**src/qsf_pkg.sv**
```systemverilog
// Functional notes
// Single or dual lane drives data line 2 from the write-protect bit.
// Single or dual lane drives data line 3 from the hold bit.
// Flash clocking mode ignores polarity/phase; send and sample on falling edge.
// During transmit, received bytes enter receive FIFO only if latch bit set.
// Low-bit-first selects LSB first, otherwise MSB first, both directions.
// Idle serial clock level equals the polarity bit.
// Phase set toggles at bit start; clear toggles at bit middle.
// Mode field: 001 CPU, 010 DMA, 011 execute-in-place; others reserved.
// Leaving execute-in-place mode always lands in CPU mode.
// Execute-in-place mode uses programmed register timing like other modes.
// Release bit set frees chip select after byte count; clear keeps it.
// Target select 00 device 0, 01 device 1; others reserved.
// Lane width 00 single, 01 dual, 10 quad; 11 reserved.
// Command initiation 00 idle, 01 transmit, 10 receive; 11 reserved.
// Transmit bytes start from transmit data writes or FIFO content.
// Receive bytes start from receive data reads or FIFO room.
// Sixteen-bit byte count sets total bytes in the chosen direction.
// Divider zero divides base clock by 2; bit k divides by 2^(k+2).
// Clock-stable flag rises after enable once the serial clock settles.
// Clearing clock enable stops serial clock; registers stay reachable.
// Transmit starts once transmit FIFO holds threshold bytes.
// Receive starts only when receive FIFO has room for threshold bytes.
// Software keeps both thresholds even in sixteen-bit operation.
// Self-clearing soft reset bit pulses reset of engines and FIFO pointers.
// Reserved field encodings start nothing and leave the interface idle.
package qsf_pkg;
  // Register byte offsets
  localparam logic [7:0] OFS_CFG = 8'h00;
  localparam logic [7:0] OFS_XFER = 8'h04;
  localparam logic [7:0] OFS_CLK = 8'h08;
  localparam logic [7:0] OFS_THR = 8'h0C;
  localparam logic [7:0] OFS_TXD = 8'h10;
  localparam logic [7:0] OFS_RXD = 8'h14;
  localparam logic [7:0] OFS_STAT = 8'h18;
  // Field positions
  localparam int CFG_MODE_LSB = 0;
  localparam int CFG_CLOCK_PHASE = 3;
  localparam int CFG_CLOCK_POLARITY = 4;
  localparam int CFG_LOW_BIT_FIRST = 5;
  localparam int CFG_RXL = 7;
  localparam int CFG_FLASH = 8;
  localparam int CFG_WP = 9;
  localparam int CFG_HOLD = 10;
  localparam int CFG_RST = 16;
  localparam logic [31:0] CFG_WMASK = 32'h000007BF;
  localparam int XF_CNT_LSB = 0;
  localparam int XF_INIT_LSB = 16;
  localparam int XF_LANE_LSB = 18;
  localparam int XF_DEV_LSB = 20;
  localparam int XF_REL = 22;
  localparam logic [31:0] XF_WMASK = 32'h007FFFFF;
  localparam int CK_EN = 0;
  localparam int CK_STABLE = 1;
  localparam int CK_DIV_LSB = 8;
  localparam int TH_RX_LSB = 0;
  localparam int TH_TX_LSB = 8;
  // Reset values
  localparam logic [31:0] REG_RST_VAL = 32'h00000000;
  // Field codes
  localparam logic [2:0] MODE_CPU = 3'h1;
  localparam logic [2:0] MODE_DMA = 3'h2;
  localparam logic [2:0] MODE_XIP = 3'h3;
  localparam logic [1:0] LANE_SINGLE = 2'h0;
  localparam logic [1:0] LANE_DUAL = 2'h1;
  localparam logic [1:0] LANE_QUAD = 2'h2;
  localparam logic [1:0] INIT_IDLE = 2'h0;
  localparam logic [1:0] INIT_TX = 2'h1;
  localparam logic [1:0] INIT_RX = 2'h2;
  localparam logic [1:0] DEV_1 = 2'h1;
  // FIFO shape and clock settling
  localparam int FIFO_AW = 5;
  localparam logic [5:0] FIFO_DEPTH = 6'h20;
  localparam logic [7:0] SETTLE_CYCLES = 8'h10;
  typedef enum logic [2:0] {
    ST_IDLE = 3'b000,
    ST_FETCH = 3'b001,
    ST_LOAD = 3'b010,
    ST_SHIFT = 3'b011,
    ST_STORE = 3'b100
  } qsf_state_t;
  // Bit slots per byte for a lane width
  function automatic logic [3:0] slots(input logic [1:0] lane);
    slots = (lane == LANE_QUAD) ? 4'h2 : (lane == LANE_DUAL) ? 4'h4 : 4'h8;
  endfunction
  // Bits presented on the data lines
  function automatic logic [3:0] out_bits(input logic [7:0] sh, input logic [1:0] lane, input logic low_bit_first);
    case (lane)
      LANE_DUAL: out_bits = {2'h0, low_bit_first ? sh[1:0] : sh[7:6]};
      LANE_QUAD: out_bits = low_bit_first ? sh[3:0] : sh[7:4];
      default: out_bits = {3'h0, low_bit_first ? sh[0] : sh[7]};
    endcase
  endfunction
  // Advance the outgoing byte by one slot
  function automatic logic [7:0] shift_out(input logic [7:0] sh, input logic [1:0] lane, input logic low_bit_first);
    case (lane)
      LANE_DUAL: shift_out = low_bit_first ? {2'h0, sh[7:2]} : {sh[5:0], 2'h0};
      LANE_QUAD: shift_out = low_bit_first ? {4'h0, sh[7:4]} : {sh[3:0], 4'h0};
      default: shift_out = low_bit_first ? {1'h0, sh[7:1]} : {sh[6:0], 1'h0};
    endcase
  endfunction
  // Merge one sampled slot into the incoming byte
  function automatic logic [7:0] in_merge(input logic [7:0] sh, input logic [3:0] d, input logic [1:0] lane,
                                          input logic low_bit_first);
    case (lane)
      LANE_DUAL: in_merge = low_bit_first ? {d[1:0], sh[7:2]} : {sh[5:0], d[1:0]};
      LANE_QUAD: in_merge = low_bit_first ? {d, sh[7:4]} : {sh[3:0], d};
      default: in_merge = low_bit_first ? {d[1], sh[7:1]} : {sh[6:0], d[1]};
    endcase
  endfunction
endpackage

```
**src/qsf_fifo.sv**
```systemverilog
`timescale 1ns/10ps
module qsf_fifo
  import qsf_pkg::*;
(
  input wire logic clk_i,
  input wire logic rst_i,
  input wire logic ce_i,
  input wire logic clr_i,
  input wire logic push_i,
  input wire logic [7:0] wdata_i,
  input wire logic pop_i,
  output logic [7:0] rdata_o,
  output logic [5:0] count_o
);
  logic [7:0] mem [0:31];
  logic [FIFO_AW-1:0] wptr;
  logic [FIFO_AW-1:0] rptr;
  // Full and empty pushes and pops are dropped
  wire do_push = push_i & (count_o != FIFO_DEPTH);
  wire do_pop = pop_i & (count_o != 6'h00);

  // Storage has no reset; head word is re-registered every cycle
  always_ff @(posedge clk_i) begin
    if (ce_i && do_push) begin
      mem[wptr] <= wdata_i;
    end
    if (ce_i) begin
      rdata_o <= mem[rptr];
    end
  end

  // Pointers and fill level
  always_ff @(posedge clk_i or posedge rst_i) begin
    if (rst_i) begin
      wptr <= '0;
      rptr <= '0;
      count_o <= 6'h00;
    end else if (ce_i) begin
      if (clr_i) begin
        wptr <= '0;
        rptr <= '0;
        count_o <= 6'h00;
      end else begin
        wptr <= wptr + FIFO_AW'(do_push);
        rptr <= rptr + FIFO_AW'(do_pop);
        count_o <= count_o + 6'(do_push) - 6'(do_pop);
      end
    end
  end
endmodule

```
**src/qsf_serial_clock_divider.sv**
```systemverilog
`timescale 1ns/10ps
module qsf_serial_clock_divider
  import qsf_pkg::*;
(
  input wire logic clk_i,
  input wire logic rst_i,
  input wire logic ce_i,
  input wire logic clr_i,
  input wire logic en_i,
  input wire logic [7:0] div_i,
  output logic tick_o,
  output logic stable_o
);
  logic [8:0] cnt;
  logic [7:0] settle;
  logic [8:0] half;

  // Half period in base cycles, highest set bit wins
  always_comb begin
    half = 9'h001;
    for (int k = 0; k < 8; k++) begin
      if (div_i[k]) begin
        half = 9'h002 << k;
      end
    end
  end

  // Tick per half period; stable after a fixed settling count
  always_ff @(posedge clk_i or posedge rst_i) begin
    if (rst_i) begin
      cnt <= 9'h000;
      tick_o <= 1'b0;
      settle <= 8'h00;
      stable_o <= 1'b0;
    end else if (ce_i) begin
      if (!en_i || clr_i) begin
        cnt <= 9'h000;
        tick_o <= 1'b0;
        settle <= 8'h00;
        stable_o <= 1'b0;
      end else begin
        tick_o <= (cnt >= half - 9'h001);
        cnt <= (cnt >= half - 9'h001) ? 9'h000 : cnt + 9'h001;
        settle <= (settle == SETTLE_CYCLES) ? settle : settle + 8'h01;
        stable_o <= (settle == SETTLE_CYCLES);
      end
    end
  end

  property p_div4;
    @(posedge clk_i) disable iff (rst_i || !ce_i)
      (tick_o && en_i && div_i == 8'h01 && !clr_i) ##1 (en_i && div_i == 8'h01 && !clr_i) |-> !tick_o [*3] ##1 tick_o;
  endproperty
  a_div4: assert property (p_div4) else $error("divide by 4 tick spacing wrong");

  property p_stop;
    @(posedge clk_i) disable iff (rst_i || !ce_i)
      !en_i |=> (!stable_o && !tick_o);
  endproperty
  a_stop: assert property (p_stop) else $error("clock runs while disabled");

  property p_stable;
    @(posedge clk_i) disable iff (rst_i || !ce_i)
      stable_o |-> (settle == SETTLE_CYCLES && $past(en_i));
  endproperty
  a_stable: assert property (p_stable) else $error("stable flag before settling");
endmodule

```
**src/qsf_ctrl.sv**
```systemverilog
`timescale 1ns/10ps
module qsf_ctrl
  import qsf_pkg::*;
(
  input wire logic clk_i,
  input wire logic rst_i,
  input wire logic ce_i,
  input wire logic psel_i,
  input wire logic penable_i,
  input wire logic pwrite_i,
  input wire logic [7:0] paddr_i,
  input wire logic [31:0] pwdata_i,
  output logic [31:0] prdata_o,
  output logic pready_o,
  output logic pslverr_o,
  output logic serial_clock_pin_o,
  output logic [1:0] chip_select_n_o,
  output logic [3:0] data_line_o,
  output logic [3:0] data_line_oe_n_o,
  input wire logic [3:0] data_line_i
);
  logic [31:0] cfg;
  logic [31:0] xfer;
  logic [7:0] clk_div;
  logic clk_en;
  logic [4:0] tx_thr;
  logic [4:0] rx_thr;
  logic sw_rst;
  logic [15:0] remaining;
  qsf_state_t state;
  logic [7:0] sh_out;
  logic [7:0] sh_in;
  logic [3:0] bit_left;
  logic half;
  logic first;
  logic sclk_q;
  logic dir_tx;
  logic cs_active;
  logic [3:0] din_s1;
  logic [3:0] din_s2;
  logic tick;
  logic clk_stable;
  logic [7:0] tx_rdata;
  logic [7:0] rx_rdata;
  logic [5:0] tx_cnt;
  logic [5:0] rx_cnt;

  // Bus decode
  wire acc = psel_i & penable_i;
  wire done = acc & pready_o;
  wire wr = done & pwrite_i;
  wire rd = done & ~pwrite_i;
  wire hit_cfg = paddr_i == OFS_CFG;
  wire hit_xfer = paddr_i == OFS_XFER;
  wire hit_clk = paddr_i == OFS_CLK;
  wire hit_thr = paddr_i == OFS_THR;
  wire hit_txd = paddr_i == OFS_TXD;
  wire hit_rxd = paddr_i == OFS_RXD;
  wire hit_stat = paddr_i == OFS_STAT;
  wire mapped = hit_cfg | hit_xfer | hit_clk | hit_thr | hit_txd | hit_rxd | hit_stat;

  // Field views
  wire [2:0] mode = cfg[CFG_MODE_LSB +: 3];
  wire [1:0] lane = xfer[XF_LANE_LSB +: 2];
  wire [1:0] init = xfer[XF_INIT_LSB +: 2];
  wire [1:0] dev = xfer[XF_DEV_LSB +: 2];
  wire flash = cfg[CFG_FLASH];
  wire clock_phase = cfg[CFG_CLOCK_PHASE];
  wire low_bit_first = cfg[CFG_LOW_BIT_FIRST];
  wire rx_latch = cfg[CFG_RXL];
  wire [2:0] wr_mode = pwdata_i[CFG_MODE_LSB +: 3];
  // XIP is only left towards CPU mode
  wire [2:0] next_mode = (mode == MODE_XIP && wr_mode != MODE_XIP) ? MODE_CPU : wr_mode;

  // Read data views
  wire [31:0] cfg_rd = cfg | ({31'h0, sw_rst} << CFG_RST);
  wire [31:0] clk_rd = {16'h0, clk_div, 6'h0, clk_stable, clk_en};
  wire [31:0] thr_rd = {19'h0, tx_thr, 3'h0, rx_thr};
  wire [31:0] stat_rd = {10'h0, rx_cnt, 2'h0, tx_cnt, 6'h0, cs_active, state != ST_IDLE};
  wire [31:0] rd_mux = hit_cfg ? cfg_rd :
                       hit_xfer ? xfer :
                       hit_clk ? clk_rd :
                       hit_thr ? thr_rd :
                       hit_rxd ? {24'h0, rx_rdata} :
                       hit_stat ? stat_rd : 32'h0;

  // Start qualifiers
  // XIP runs on the same programmed timing as the other modes
  wire mode_ok = mode == MODE_CPU || mode == MODE_DMA || mode == MODE_XIP;
  wire cfg_ok = mode_ok && lane != 2'h3 && dev <= DEV_1 && init != 2'h3;
  wire [5:0] rx_free = FIFO_DEPTH - rx_cnt;
  wire [5:0] tx_need = (tx_thr == 5'h00) ? 6'h01 : {1'b0, tx_thr};
  wire [5:0] rx_need = (rx_thr == 5'h00) ? 6'h01 : {1'b0, rx_thr};
  wire go_tx = init == INIT_TX && remaining != 16'h0000 &&
               (cs_active ? tx_cnt != 6'h00 : tx_cnt >= tx_need);
  wire go_rx = init == INIT_RX && remaining != 16'h0000 &&
               (cs_active ? rx_free != 6'h00 : rx_free >= rx_need);
  wire can_go = cfg_ok && clk_stable;
  wire idle_lvl = flash ? 1'b1 : cfg[CFG_CLOCK_POLARITY];

  // Edge roles within a bit slot
  wire a_ph = tick & ~half;
  wire b_ph = tick & half;
  wire do_sample = (a_ph & (flash | ~clock_phase)) | (b_ph & ~flash & clock_phase);
  wire do_shift = (a_ph & (flash | clock_phase) & ~first) | (b_ph & ~flash & ~clock_phase & (bit_left != 4'h1));
  wire tx_pop = state == ST_LOAD;
  wire tx_push = wr & hit_txd;
  wire rx_pop = rd & hit_rxd;
  wire rx_push = state == ST_STORE && (!dir_tx || rx_latch) && rx_free != 6'h00;

  // Pin values before the output flops
  wire [3:0] ob = out_bits(sh_out, lane, low_bit_first);
  wire drive_tx = state != ST_IDLE && dir_tx;
  wire [1:0] ctl_bits = {cfg[CFG_HOLD], cfg[CFG_WP]};
  wire [3:0] next_dout = (lane == LANE_QUAD) ? ob : {ctl_bits, ob[1:0]};
  wire [3:0] next_oe_n = (lane == LANE_SINGLE) ? 4'h2 :
                         (lane == LANE_DUAL) ? {2'h0, drive_tx ? 2'h0 : 2'h3} :
                         (lane == LANE_QUAD && drive_tx) ? 4'h0 : 4'hF;
  wire [1:0] next_cs_n = cs_active ? ~(2'h1 << dev) : 2'h3;

  qsf_serial_clock_divider u_serial_clock_divider (
    .clk_i(clk_i),
    .rst_i(rst_i),
    .ce_i(ce_i),
    .clr_i(sw_rst),
    .en_i(clk_en),
    .div_i(clk_div),
    .tick_o(tick),
    .stable_o(clk_stable)
  );

  qsf_fifo u_txf (
    .clk_i(clk_i),
    .rst_i(rst_i),
    .ce_i(ce_i),
    .clr_i(sw_rst),
    .push_i(tx_push),
    .wdata_i(pwdata_i[7:0]),
    .pop_i(tx_pop),
    .rdata_o(tx_rdata),
    .count_o(tx_cnt)
  );

  qsf_fifo u_rxf (
    .clk_i(clk_i),
    .rst_i(rst_i),
    .ce_i(ce_i),
    .clr_i(sw_rst),
    .push_i(rx_push),
    .wdata_i(sh_in),
    .pop_i(rx_pop),
    .rdata_o(rx_rdata),
    .count_o(rx_cnt)
  );

  // Bus answer one cycle into the access phase
  always_ff @(posedge clk_i or posedge rst_i) begin
    if (rst_i) begin
      pready_o <= 1'b0;
      prdata_o <= 32'h00000000;
      pslverr_o <= 1'b0;
    end else if (ce_i) begin
      pready_o <= acc & ~pready_o;
      pslverr_o <= acc & ~pready_o & ~mapped;
      if (acc && !pready_o) begin
        prdata_o <= rd_mux;
      end
    end
  end

  // Software registers; reset bit reads back as its own pulse
  always_ff @(posedge clk_i or posedge rst_i) begin
    if (rst_i) begin
      cfg <= REG_RST_VAL;
      xfer <= REG_RST_VAL;
      clk_div <= 8'h00;
      clk_en <= 1'b0;
      tx_thr <= 5'h00;
      rx_thr <= 5'h00;
      sw_rst <= 1'b0;
    end else if (ce_i) begin
      sw_rst <= wr && hit_cfg && pwdata_i[CFG_RST];
      if (wr && hit_cfg) begin
        cfg <= ((pwdata_i & CFG_WMASK) & ~32'h00000007) | {29'h0, next_mode};
      end
      if (wr && hit_xfer) begin
        xfer <= pwdata_i & XF_WMASK;
      end
      if (wr && hit_clk) begin
        clk_div <= pwdata_i[CK_DIV_LSB +: 8];
        clk_en <= pwdata_i[CK_EN];
      end
      if (wr && hit_thr) begin
        tx_thr <= pwdata_i[TH_TX_LSB +: 5];
        rx_thr <= pwdata_i[TH_RX_LSB +: 5];
      end
    end
  end

  // Byte budget; a fresh count from software wins over a decrement
  always_ff @(posedge clk_i or posedge rst_i) begin
    if (rst_i) begin
      remaining <= 16'h0000;
    end else if (ce_i) begin
      if (sw_rst) begin
        remaining <= 16'h0000;
      end else if (wr && hit_xfer) begin
        remaining <= pwdata_i[XF_CNT_LSB +: 16];
      end else if (state == ST_STORE) begin
        remaining <= remaining - 16'h0001;
      end
    end
  end

  // Pin inputs cross in through two flops
  always_ff @(posedge clk_i or posedge rst_i) begin
    if (rst_i) begin
      din_s1 <= 4'h0;
      din_s2 <= 4'h0;
    end else if (ce_i) begin
      din_s1 <= data_line_i;
      din_s2 <= din_s1;
    end
  end

  // Byte engine
  always_ff @(posedge clk_i or posedge rst_i) begin
    if (rst_i) begin
      state <= ST_IDLE;
      sh_out <= 8'h00;
      sh_in <= 8'h00;
      bit_left <= 4'h0;
      half <= 1'b0;
      first <= 1'b1;
      sclk_q <= 1'b0;
      dir_tx <= 1'b0;
      cs_active <= 1'b0;
    end else if (ce_i) begin
      if (sw_rst) begin
        state <= ST_IDLE;
        sh_out <= 8'h00;
        bit_left <= 4'h0;
        half <= 1'b0;
        first <= 1'b1;
        sclk_q <= idle_lvl;
        cs_active <= 1'b0;
      end else begin
        case (state)
          ST_IDLE: begin
            sclk_q <= idle_lvl;
            half <= 1'b0;
            first <= 1'b1;
            if (can_go && go_tx) begin
              state <= ST_FETCH;
              dir_tx <= 1'b1;
              cs_active <= 1'b1;
            end else if (can_go && go_rx) begin
              state <= ST_SHIFT;
              dir_tx <= 1'b0;
              cs_active <= 1'b1;
              sh_out <= 8'h00;
              bit_left <= slots(lane);
            end else if (cs_active && remaining == 16'h0000 && xfer[XF_REL]) begin
              cs_active <= 1'b0;
            end
          end
          ST_FETCH: begin
            state <= ST_LOAD;
          end
          ST_LOAD: begin
            sh_out <= tx_rdata;
            bit_left <= slots(lane);
            state <= ST_SHIFT;
          end
          ST_SHIFT: begin
            if (tick) begin
              sclk_q <= ~sclk_q;
              half <= ~half;
              if (do_shift) begin
                sh_out <= shift_out(sh_out, lane, low_bit_first);
              end
              if (do_sample) begin
                sh_in <= in_merge(sh_in, din_s2, lane, low_bit_first);
              end
              if (half) begin
                first <= 1'b0;
                if (bit_left == 4'h1) begin
                  state <= ST_STORE;
                end else begin
                  bit_left <= bit_left - 4'h1;
                end
              end
            end
          end
          ST_STORE: begin
            state <= ST_IDLE;
          end
          default: begin
            state <= ST_IDLE;
          end
        endcase
      end
    end
  end

  // Output flops; every pin is registered to keep edges clean
  always_ff @(posedge clk_i or posedge rst_i) begin
    if (rst_i) begin
      serial_clock_pin_o <= 1'b0;
      chip_select_n_o <= 2'h3;
      data_line_o <= 4'h0;
      data_line_oe_n_o <= 4'hF;
    end else if (ce_i) begin
      serial_clock_pin_o <= sclk_q;
      chip_select_n_o <= next_cs_n;
      data_line_o <= next_dout;
      data_line_oe_n_o <= next_oe_n;
    end
  end

  property p_wp_line;
    @(posedge clk_i) disable iff (rst_i || !ce_i)
      (lane == LANE_SINGLE || lane == LANE_DUAL) |=> (data_line_o[2] == $past(cfg[CFG_WP]) && !data_line_oe_n_o[2]);
  endproperty
  a_wp_line: assert property (p_wp_line) else $error("line 2 not driven from write protect");

  property p_hold_line;
    @(posedge clk_i) disable iff (rst_i || !ce_i)
      (lane == LANE_SINGLE || lane == LANE_DUAL) |=> (data_line_o[3] == $past(cfg[CFG_HOLD]) && !data_line_oe_n_o[3]);
  endproperty
  a_hold_line: assert property (p_hold_line) else $error("line 3 not driven from hold");

  property p_idle_clk;
    @(posedge clk_i) disable iff (rst_i || !ce_i)
      (state == ST_IDLE && !sw_rst) ##1 ce_i |=> serial_clock_pin_o == $past(idle_lvl, 2);
  endproperty
  a_idle_clk: assert property (p_idle_clk) else $error("idle clock level wrong");

  property p_release;
    @(posedge clk_i) disable iff (rst_i || !ce_i)
      (state == ST_IDLE && cs_active && remaining == 16'h0000 && xfer[XF_REL] && !sw_rst) |=> ##1 chip_select_n_o == 2'h3;
  endproperty
  a_release: assert property (p_release) else $error("chip select not released");

  property p_soft_reset;
    @(posedge clk_i) disable iff (rst_i || !ce_i)
      sw_rst |=> (!sw_rst && state == ST_IDLE && tx_cnt == 6'h00 && rx_cnt == 6'h00);
  endproperty
  a_soft_reset: assert property (p_soft_reset) else $error("soft reset did not clear");

  property p_reserved;
    @(posedge clk_i) disable iff (rst_i || !ce_i)
      (state == ST_IDLE && !cfg_ok) |=> state == ST_IDLE;
  endproperty
  a_reserved: assert property (p_reserved) else $error("transfer started on reserved code");

  property p_rx_room;
    @(posedge clk_i) disable iff (rst_i || !ce_i)
      (state == ST_IDLE && !cs_active && !sw_rst) ##1 (state == ST_SHIFT) |-> $past(rx_free) >= $past(rx_need);
  endproperty
  a_rx_room: assert property (p_rx_room) else $error("receive without room");

  property p_tx_thr;
    @(posedge clk_i) disable iff (rst_i || !ce_i)
      (state == ST_IDLE && !cs_active && !sw_rst) ##1 (state == ST_FETCH) |-> $past(tx_cnt) >= $past(tx_need);
  endproperty
  a_tx_thr: assert property (p_tx_thr) else $error("transmit below threshold");

  property p_no_latch;
    @(posedge clk_i) disable iff (rst_i || !ce_i)
      (state == ST_STORE && dir_tx && !rx_latch && !sw_rst && !rx_pop) |=> rx_cnt == $past(rx_cnt);
  endproperty
  a_no_latch: assert property (p_no_latch) else $error("transmit data latched while disabled");
endmodule

```
**config.mk**
```make
export PLATFORM = sky130hd
export DESIGN_NAME = qsf_ctrl
export DESIGN_NICKNAME = d
export VERILOG_FILES = /design/src/qsf_pkg.sv /design/src/qsf_fifo.sv /design/src/qsf_serial_clock_divider.sv /design/src/qsf_ctrl.sv
export SDC_FILE = /design/constraint.sdc
export NUM_CORES = 1
export LEC_CHECK = 0
export BUFFER_PORTS_ARGS = -buffer_cell sky130_fd_sc_hd__buf_2
export CORE_AREA = 3 3 231 402
export DETAILED_ROUTE_END_ITERATION = 8
export DIE_AREA = 0 0 234 405
export GPL_TIMING_DRIVEN = 0
export MAX_ROUTING_LAYER = met4
export PLACE_DENSITY = 0.48
export SLEW_MARGIN = 40
export SYNTH_ARGS = -nofsm -noshare
export SYNTH_HDL_FRONTEND = slang
export SYNTH_SLANG_ARGS = --single-unit
```
**constraint.sdc**
```tcl
create_clock -name clk_i -period 6.35 [get_ports clk_i]
set_clock_uncertainty 0.05 [all_clocks]
set_input_delay 0 -clock clk_i [delete_from_list [all_inputs] [get_ports clk_i]]
set_output_delay 0 -clock clk_i [all_outputs]
set_load 0.02 [all_outputs]
```
# Yosys cells after proc, flatten, opt, wreduce, memory -nomap -nowiden
# Memories as Yosys holds them, arrays and structs flattened. A register that Yosys moved wholly into a read port is not among the register bits.
# Index checks and enable logic that the tools add are counted.
# op_classes
order_cmp	4
eq_ne	34
reduce_logical	64
bitwise	43
add_sub_neg	14
shift	1
n_mux	96
# ops
operator	count
$mux 8	14
$mux 22	4
$mux 4	14
$mux 16	3
$mux 5	7
$eq 8x5->1 const B	4
$mux 32	1
$or 32x17->32	1
$pmux 8 s2	2
$mux 9	3
$logic_and 1x1->1	25
$mux 1	24
$mux 3	8
$pmux 8 s3	1
$mux 23	1
$and 1x1->1	21
$add 5x1->5	4
$mux 6	3
$ne 3x3->1 const B	6
$reduce_bool 6->1	3
$eq 8x4->1 const B	2
$logic_not 16->1	1
$reduce_bool 16->1	1
$sub 16x1->16 const B	1
49 further kinds	102
# word_totals
reg_bits	223
n_memories	2
output_inout_bits	45
wordCells	294
ram_bits	512
inputBits	50
# mem_list
memory	words	width	read_ports	rd_clocked_by_memory_dff	wr	line_no	text
u_rxf.mem	32	8	1	1	1	qsf_fifo.sv:15	logic [7:0] mem [0:31];
u_txf.mem	32	8	1	1	1	qsf_fifo.sv:15	

# Longest topological paths before layout
# Gate-level depths: netlist of the first run.
# logic_depth
ltp_word	12
depth_mapped	17
depth_no_buf	15

# Cells and area by module
# From an unflattened synthesis of the first run, not the netlist that was laid out.
# unflattened
hier_cells	2265
hier_area_um2	31876.8
# modules_own_cells
module	cells_per_inst	seq_area_each_um2	area_per_inst_um2	n_inst
qsf_fifo (u_rxf)	598	8328.0	11233.3	1
qsf_fifo (u_txf)	596	8328.0	11227.0	1
qsf_ctrl	914	3510.9	8026.4	1
qsf_serial_clock_divider	157	475.5	1390.1	1

# Worst setup path after synthesis of the first run
# No wires, ideal clock.
# synth_timing
path_type	flip-flop to flip-flop
start	register clk_div[1]
end	register u_serial_clock_divider.cnt[2]
stages_incl_launch_ff	15
slack_ps	2982
setup_ps	64
n_path_buf	2
arrival_time_ps	3254
required_time_ps	6236
path_cell_list	dfrtp_1 or3_1 or3_1 ha_1 buf_1 a31o_2 ha_1 a21oi_1 nor2_1 a2111oi_0 o31a_1 o21bai_1 clkbuf_1 nor3b_1 a21o_1
# synth_via
elab_chain_cells	11
# synth_rtl
item	line_no	text
start, declared	qsf_ctrl.sv:24	logic [7:0] clk_div;
start signal, assigned	qsf_ctrl.sv:190	clk_div <= pwdata_i[CK_DIV_LSB +: 8];
$mux 3	qsf_serial_clock_divider.sv:22	if (div_i[k]) begin
$mux 4	qsf_serial_clock_divider.sv:22	
$mux 5	qsf_serial_clock_divider.sv:22	
$mux 6	qsf_serial_clock_divider.sv:22	
$mux 7	qsf_serial_clock_divider.sv:22	
$mux 8	qsf_serial_clock_divider.sv:22	
$mux 9	qsf_serial_clock_divider.sv:22	
$sub 9x1->9	qsf_serial_clock_divider.sv:43	cnt <= (cnt >= half - 9'h001) ? 9'h000 : cnt + 9'h001;
$ge 9x9->1	qsf_serial_clock_divider.sv:43	
$mux 9	qsf_serial_clock_divider.sv:43	
$mux 9	qsf_serial_clock_divider.sv:36	if (!en_i || clr_i) begin
end signal, assigned	qsf_serial_clock_divider.sv:43	
end, declared	qsf_serial_clock_divider.sv:14	logic [8:0] cnt;
# Every way passes these cells.
# A chain may end at the register's enable or synchronous reset.

# Worst setup path in the final report of the first run
# layout_timing
start	register u_rxf.count_o[2]
end	memory u_rxf.mem[3][4] (enable)
# layout_via
elab_chain_cells	7
elab_cells_between_ends	8
cone_classes	add/sub: 1; eq/ne: 1; mux: 2; bitwise: 1; reduce/logical: 3
# layout_rtl
item	line_no	text
start, declared	qsf_fifo.sv:13	output logic [5:0] count_o
start signal, assigned	qsf_fifo.sv:46	count_o <= count_o + 6'(do_push) - 6'(do_pop);
$sub 6x6->6	qsf_ctrl.sv:91	wire [5:0] rx_free = FIFO_DEPTH - rx_cnt;
$reduce_bool 6->1	qsf_ctrl.sv:109	wire rx_push = state == ST_STORE && (!dir_tx || rx_latch) && rx_free != 6'h00;
$logic_and 1x1->1	qsf_ctrl.sv:109	
$and 1x1->1 *	qsf_fifo.sv:19	wire do_push = push_i & (count_o != FIFO_DEPTH);
$logic_and 1x1->1 *	qsf_fifo.sv:24	if (ce_i && do_push) begin
$mux 1 *	qsf_fifo.sv:24	
$mux 1 (not written as such) *	qsf_fifo.sv:25	mem[wptr] <= wdata_i;
end, declared	qsf_fifo.sv:15	
# Every way passes the cells marked *; elsewhere a longest branch is shown, timed or not.

==> results.md, run 1 <==
Status:
- The flow ran to the end, and the final reports show no timing, DRC or antenna violations.

Worst setup path:
- The critical path starts at u_rxf.count_o[2].
- The startpoint kind of the worst setup timing path is a flop.
- The largest individual stage delay along the critical path comes from the cell sky130_fd_sc_hd__nor2_1.
- The depth of the most critical reg-to-reg path is 10.
- At the worst endpoint, the arrival time is 4.36 ns.
- The maximum fanout encountered on the critical timing path is 8.
- STA classifies the critical path endpoint as a flop.
- The critical path is of the reg -> reg type.
- For this run, the slowest stage of the critical path takes 0.79 ns.
- The critical path goes through inv_1, ha_1, nor2b_1, xnor2_1, nor4_2, a311oi_1, and2_1, clkbuf_1, nand3_1, nor2_1.
- Data on the critical path is required at its endpoint by 6.56 ns.
- The launching point of the worst reg2reg path is u_rxf.count_o[2].

Finish:
- The count of placed standard cells in the final layout, fillers left out is 3530.
- The layout cell share with drive strength beyond 1 is 0.2145.
- The leading cell type in the layout, fill and taps excluded is sky130_fd_sc_hd__edfxtp_1.
- The area growth from synthesis to final layout is 15.07%.
- The finished layout cell area is 36000 um2.
- 0 antenna diodes ended up in the layout.
- The final net count is 2414.
- In the layout the commonest cells are sky130_fd_sc_hd__edfxtp_1, sky130_fd_sc_hd__nand2_1, sky130_fd_sc_hd__dfrtp_1.
- The number of fillers in the final layout is 8295.

Floorplan:
- The die covers 94770 um2.
- In this run the vertical extent of the chip is 405 um.
- The core footprint is 89800 um2.
- The I/O pin count is 95.
- The floorplan die width is 234 um.
- The number of rows in the core area is 145.
- The starting density of the core is 0.3484.

STA:
- Setup total negative slack on the finished layout was measured at 0 ns.
- The number of setup violations in the final report is 0.
- The final cycle utilization of the critical path is 0.6529.
- The tightest slew margin relative to the limit is 0.4331.
- Setup repair after global routing left no endpoint under its margin.
- The number of failing hold endpoints at the final stage was 0.
- The max-slew violation count is 0.
- The worst path needs 4.146 ns of the cycle, external delays included.
- The pin slew with the least headroom to its limit is 0.8504 ns.
- Derived from the worst setup path, the maximum achievable clock frequency is 241.2 MHz.

Drt:
- For this run, the detailed router's first-pass iteration total came to 6.
- Wires add up to 94020 um.
- In the routed layout, each cell is associated on average with a via count of 5.418.
- The first routing iteration left 1536 violations.
- The via total after detailed routing is 19126.
- The detail-routed net length per standard cell is 26.63 um.
- The number of design rule violations left after detail routing is 0.
- The detail route stage leaves a number of antenna-violating nets equal to 0.

Worst hold path:
- The instance count along the most critical hold path is 4.
- In this run the worst hold path is classified as in -> reg.
- The source of the worst hold timing path is penable_i.

Synth:
- For this run, the number of Yosys warnings is 0.
- sky130_fd_sc_hd__edfxtp_1 takes more of the synthesized area than any other cell.
- The post-synthesis async set-or-reset flop share is 0.2656.
- The number of flops mapped to enable cells by yosys is 528.
- Synthesis produced 2099 cells.
- In this run, synthesis produced a sequential element count of 719.
- The part of the Yosys area used for sequential elements is 0.6598.
- A synthesized cell averages 14.90 um2.
- Sorting the synthesized cells by area gives the leading types as sky130_fd_sc_hd__edfxtp_1, sky130_fd_sc_hd__dfrtp_1, sky130_fd_sc_hd__mux4_2, sky130_fd_sc_hd__ha_1, sky130_fd_sc_hd__nand2_1.
- The top cell type's share of synthesized area is 0.5068.
- Yosys mapped the design onto 72 distinct sky130hd cell types.
- The most frequently used flop master after synthesis is sky130_fd_sc_hd__edfxtp_1.
- In this run the cell area of the synthesized design comes to 31290 um2.

GRT:
- The global-route usage over all layers is 0.2058.
- In the global route stage, met2 resource usage came out at 0.3716.
- After global routing, the most crowded layer is met2.
- The remaining global-route overflow is 0.
- The maximum number of pins on one net before global-route repair is 71.
- The initial antenna violation count came to 0.
- For this run, global-route usage on met1 was measured as 0.2079.
- For this run, global-route usage on met3 was measured as 0.03102.
- The number of global-route vias before repair is 20092.
- The first global-routing pass estimated 136600 um of wire.

Clocking:
- The root buffer cell is sky130_fd_sc_hd__clkbuf_16.
- The H-tree was split into 3 levels.
- TritonCTS created 68 clock buffers.
- At the later pin of the worst-skew pair, clock insertion delay measures 0.64 ns.
- The clock sink total is 719.
- TritonCTS built the clock tree.
- The buffer depth of the longest clock path is 3.
- After clock tree synthesis, the clock-pin slew on the worst setup and hold paths is 0.06 ns.

Placed design:
- Counting tap cells, the placed design contains a total of 3362 instances.
- Once detailed placement completed, the half-perimeter wirelength came to 66280 um.
- Port buffering added 75 buffers.
- The last weighted congestion value of the routability-driven placer is 0.8932.
- The post-placement cell area is 33370 um2.

Pwr:
- The leakage power total is 12.49 nW.
- For this design the ratio of total power to cell area is 328.5 nW/um2.
- The peak ir drop on the vdd network is 0.0001703 V.

Run:
- The tool flagged a number of max-cap violations equal to 0.
-- layer usage --
metal | wire length (um) | vias to the layer above
li1 | - | 8462
met1 | 32710 | 9852
met2 | 50790 | 590
met3 | 4070 | 222
met4 | 6443 | 0
met5 | 0 | -
-- path summary, 6_finish.rpt --
| path | slack [ns] | endpoint |
|---|---|---|
| hold / removal | 0.05 | prdata_o[16] |
| hold reg to reg | 0.42 | first |
| max in group asynchronous | 4.87 | remaining[5] |
| setup / recovery | 2.20 | u_rxf.mem[3][4] |
| min in group asynchronous | 0.52 | u_serial_clock_divider.cnt[0] |
| setup reg to reg | 2.20 | u_rxf.mem[3][4] |
-- cell families after synthesis --
kind of cell / after synthesis / share of synthesized area
muxes: 211 / 0.1333
other: 1 / 0.0001199
adders and majority gates: 62 / 0.02528
xor gates and xnor gates: 20 / 0.005599
DFF: 719 / 0.6598
buffers and inverters: 194 / 0.02532
and+or+nand+nor: 520 / 0.07687
AOI/OAI and AO/OA: 372 / 0.07371
-- synthesized netlist by cell type, types with 6 or more instances --
master,count
sky130_fd_sc_hd__mux2_2,45
sky130_fd_sc_hd__and3_1,14
sky130_fd_sc_hd__dfstp_2,6
sky130_fd_sc_hd__nor3_1,23
sky130_fd_sc_hd__buf_1,11
sky130_fd_sc_hd__nand3_1,49
sky130_fd_sc_hd__nand2b_1,14
sky130_fd_sc_hd__o22ai_1,32
sky130_fd_sc_hd__a31oi_1,12
sky130_fd_sc_hd__o21ai_0,126
sky130_fd_sc_hd__a21o_1,7
sky130_fd_sc_hd__a221oi_1,15
sky130_fd_sc_hd__o221ai_1,6
sky130_fd_sc_hd__buf_4,11
sky130_fd_sc_hd__o2bb2ai_1,12
sky130_fd_sc_hd__clkbuf_1,70
sky130_fd_sc_hd__o31ai_1,6
sky130_fd_sc_hd__mux2i_1,6
sky130_fd_sc_hd__o21a_1,7
sky130_fd_sc_hd__nor2_1,138
sky130_fd_sc_hd__nand4_1,7
sky130_fd_sc_hd__mux4_2,160
sky130_fd_sc_hd__ha_1,60
sky130_fd_sc_hd__buf_2,18
sky130_fd_sc_hd__nand2_1,198
sky130_fd_sc_hd__nand3b_1,6
sky130_fd_sc_hd__dfrtp_1,185
sky130_fd_sc_hd__a22oi_1,16
sky130_fd_sc_hd__nor2b_1,13
sky130_fd_sc_hd__nor4_1,11
sky130_fd_sc_hd__nor3b_1,13
sky130_fd_sc_hd__inv_1,79
sky130_fd_sc_hd__or3_1,9
sky130_fd_sc_hd__a21oi_1,87
sky130_fd_sc_hd__xnor2_1,16
sky130_fd_sc_hd__edfxtp_1,528
-- stage by stage --
step,worst slack (ns),total power [mW],hold WS (ns),utilization
2_1_floorplan,1.111,7.130,0.04887,-
3_3_place_gp,-1.624,7.913,0.1701,0.3693
3_5_place_dp,2.165,7.973,0.04000,0.3716
4_1_cts,2.150,11.97,0.001138,0.4001
5_1_grt,1.881,12.35,0.09201,0.4009
6_report,2.204,11.83,0.05383,0.4009
-- timing repair --
action	in CTS	in global routing
hold buffers	46	0
setup buffers	0	0
endpoints found under the hold margin	506	0
resized for setup	0	0
-- flip-flops by register name, summed over array words and instances (netlist names), 6 cells and up --
register,cells
clk_div,8
remaining,16
u_rxf.count_o,6
u_rxf.rdata_o,8
cfg,10
u_txf.mem,256
prdata_o,23
xfer,23
u_serial_clock_divider.cnt,9
sh_out,8
u_txf.rdata_o,8
u_txf.count_o,6
sh_in,8
u_serial_clock_divider.settle,8
u_rxf.mem,256
-- area by class of cell --
| class | count | area [um2] | share of cell area |
|---|---|---|---|
| Tap cell | 1176 | 1471 | 0.04087 |
| Sequential cell | 719 | 20650 | 0.5737 |
| Clock buffer | 93 | 1858 | 0.05161 |
| Inverter | 84 | 322.8 | 0.008967 |
| Clock inverter | 29 | 235.2 | 0.006534 |
| Multi-Input combinational cell | 1194 | 10030 | 0.2787 |
| Timing Repair Buffer | 125 | 933.4 | 0.02593 |
| Buffer | 110 | 493.0 | 0.01369 |
-- worst max-delay path: cells and delay by family (launching register included) --
family	cells	cell delay, ns
compound gates	1	0.58
simple gates	5	1.72
fa+ha+maj	1	0.23
buf+inv	2	0.41
xor+xnor	1	0.24
flops	1	0.54
-- power breakdown --
group,internal (mW),switching [mW]
clock network,2.15,1.80
logic,1.03,1.43
registers,5.21,0.203
Power figures use the tool's default switching activity.
==> inputs of run 2 (changes only) <==
PLACE_DENSITY = 0.5   (was 0.48)
clock period = 3.7 ns   (was 6.35 ns; I/O delays follow)
==> run 2 against run 1 <==
Against the previous run:
- the run now ends with negative setup slack left
- total power rose by 74%
- first-iteration DRC count is 28% higher
- non-clock buffer count is 6 higher
- largest cell class unchanged
- sequential power increased by 71%
==> results.md, run 2 (same netlist as run 1, synthesis figures left out) <==
Placed design:
- The post-placement cell area is 33450 um2 (+0.23%).
- The worst slack at placement is -0.2477 ns (-2.413 ns).
- The total of buffers placed on input and output ports was 75 (unchanged).
- The half-perimeter wire length of the detailed placement result is 62130 um (-6.3%).
- The last weighted congestion value of the routability-driven placer is 0.9088 (+1.7%).

STA:
- The minimum clock period is 3.726 ns.
- The final worst setup slack was -0.02582 ns (-2.230 ns).
- The number of failing hold endpoints at the final stage was 0 (unchanged).
- The number of setup violations in the final report is 54 (+54).
- The max-slew violation count is 0 (unchanged).
- Timing would allow up to 268.4 MHz.
- The pin slew with the least headroom to its limit is 0.8837 ns (+0.03327 ns).
- Setup repair after global routing could not meet its margin everywhere.
- The final cycle utilization of the critical path is 1.007.
- The minimum hold slack is 0.07138 ns (+0.01754 ns).
- The tightest slew margin relative to the limit came to 0.4109 (-0.02218).

Pwr:
- The peak ir drop on the vdd network is 0.0002968 V (+74%).
- The power density over the cells came to 564.3 nW/um2 (+72%).
- The leakage power total is 12.60 nW (+0.95%).

Worst hold path:
- The worst hold path class is in -> reg.
- The instance count along the most critical hold path is 3 (-1).
- The hold path endpoint is xfer[22].
- In this run the most critical hold path is launched from pwdata_i[22].

GRT:
- The maximum number of pins on one net before global-route repair is 38 (-46%).
- The number of global-route vias before repair was 19754 (-1.7%).
- The met2 routing resource usage after global routing is 0.3334 (-0.03817).
- The global routing met1 resource utilization came to 0.2083 (+0.0004117).
- The global-route usage over all layers is 0.1905 (-0.01527).
- The initial antenna violation count was 4 (+4).
- The layer flagged by global routing as most heavily used is met2.
- The first-pass GRT wire length was 128800 um (-5.7%).
- The global-route met3 utilization is 0.02919 (-0.001829).
- The remaining global-route overflow was 0 (unchanged).

Drt:
- The remaining antenna violation count is 0 (unchanged).
- The first-iteration detailed-routing DRC count is 1969 (+28%).
- The via total after detailed routing is 18969 (-0.82%).
- The post-detailed-routing wire length is 87010 um (-7.4%).
- The detail-routed net length per standard cell is 24.59 um (-7.7%).
- The number of detailed-routing iterations run before antenna repair came to 8 (+2).
- The average vias per placed instance came to 5.362 (-1.0%).
- The number of design rule violations left after detail routing is 0 (unchanged).

Run:
- The max-cap violation count is 0 (unchanged).

Worst setup path:
- The worst setup path is captured at a flop.
- The data required time at the worst endpoint came to 3.92 ns (-2.64 ns).
- The maximum fanout encountered on the critical timing path is 17 (+9).
- The capture point of the worst reg-to-reg path is u_rxf.mem[7][7].
- The minimum setup slack among reg-to-reg paths came to 0.10 ns (-2.10 ns).
- The depth of the most critical reg-to-reg path was 10 (unchanged).
- The worst register-to-register path begins at u_rxf.count_o[2].
- By startpoint and endpoint, the worst setup path is classified as in -> reg.
- The startpoint kind of the worst setup timing path is a primary input.
- The critical path data arrival time is 3.95 ns (-0.41 ns).

Finish:
- The largest registers in the layout are u_rxf.mem: 256 flops, u_txf.mem: 256 flops.
- The area growth from synthesis to final layout is 16.28%.
- The antenna diode count is 0 (unchanged).
- The final net count is 2420 (+0.25%).
- In the layout the commonest cells are sky130_fd_sc_hd__edfxtp_1, sky130_fd_sc_hd__nand2_1, sky130_fd_sc_hd__dfrtp_1.
- The share of the core filled with cells was 0.4051 (+0.004207).
- The layout cell share with drive strength beyond 1 is 0.2316 (+0.01705).
- The finished layout cell area is 36380 um2 (+1.0%).
- The number of fillers in the final layout is 8235 (-0.72%).
- The leading cell type in the layout, fill and taps excluded is sky130_fd_sc_hd__edfxtp_1.

Clocking:
- The clock sink total is 719 (unchanged).
- The TritonCTS clock tree is built.
- The clock slew seen by the registers of the worst setup and hold paths is 0.06 ns (about the same).
- The number of buffers added for setup after CTS is 0 (unchanged).
- The number of CTS-inserted buffers is 68 (unchanged).
- The level count of the clock H-tree is 3 (unchanged).
- The clock latency at the later pin of the worst-skew pair is 0.66 ns (+0.02 ns).
- The buffer depth of the longest clock path is 3 (unchanged).
- The root buffer cell is sky130_fd_sc_hd__clkbuf_16.

Floorplan:
- The height of the die is 405 um (unchanged).
- The starting density of the core was 0.3484 (unchanged).
- The number of rows in the core area was 145 (unchanged).
- The floorplan die area was 94770 um2 (unchanged).
- The floorplan die width came to 234 um (unchanged).
- The I/O pin count is 95 (unchanged).
- The core footprint is 89800 um2 (unchanged).

Status:
- The run finished, with violations left.
- The checks that failed: negative setup slack.
[run 2: worst max-delay path by stage]
stage	from	end	slack, ns	cells past startpoint
final	ce_i	u_txf.mem[17][2]	-0.03	7
after global routing	ce_i	u_txf.mem[1][1]	-0.17	7
after CTS	u_rxf.count_o[4]	u_rxf.mem[19][6]	-0.08	10
after detailed placement	clk_div[1]	u_serial_clock_divider.cnt[2]	-0.25	14
after global placement	ce_i	u_rxf.mem[24][3]	-0.53	7
after floorplan	clk_div[1]	u_serial_clock_divider.cnt[2]	0.33	14
[run 2: routing by layer]
metal,up-vias,part of all wire
li1,8488,-
met1,9708,0.37
met2,580,0.53
met3,193,0.040
met4,0,0.057
met5,-,0
[run 2: per-stage QoR]
stage / setup TNS (ns) / std cells / power (mW)
2_1_floorplan: 0 / 2107 / 12.24
3_3_place_gp: -69.04 / 3358 / 13.51
3_5_place_dp: -8.541 / 3368 / 13.61
4_1_cts: -2.428 / 3538 / 20.77
5_1_grt: -21.21 / 3538 / 21.48
6_report: -0.6816 / 3538 / 20.53
[run 2: area by class of cell]
cell class / instances / area, um2 / area share
clock buffers: 76 / 1753 / 0.04819
well taps: 1176 / 1471 / 0.04045
plain buffers: 109 / 491.7 / 0.01352
repair buffers: 132 / 1076 / 0.02958
multi-input cells: 1194 / 10140 / 0.2788
inverters: 84 / 319.1 / 0.008770
clock inverters: 48 / 471.7 / 0.01297
flip-flops and latches: 719 / 20650 / 0.5678
[run 2: worst max-delay path: stages]
cell	delay, ns
sky130_fd_sc_hd__dlygate4sd3_1	0.54
sky130_fd_sc_hd__buf_2	0.41
sky130_fd_sc_hd__clkbuf_1	0.58
sky130_fd_sc_hd__nand3_1	0.50
sky130_fd_sc_hd__nor2_1	0.48
sky130_fd_sc_hd__nand3_1	0.58
sky130_fd_sc_hd__nor2_1	0.83
[run 2: power breakdown]
part	switching [mW]	leakage (nW)	internal (mW)
sequential	0.323	7.07	8.95
clock	3.19	1.08	3.89
combinational	2.40	4.46	1.78
[run 2: timing repair]
action                                  CTS  global route
endpoints found under the setup margin  133           443
pin swaps                                 0             0
hold endpoints to repair                372             0
hold buffers                             47             0
cloned                                    0             0
gates resized for setup                  21            36
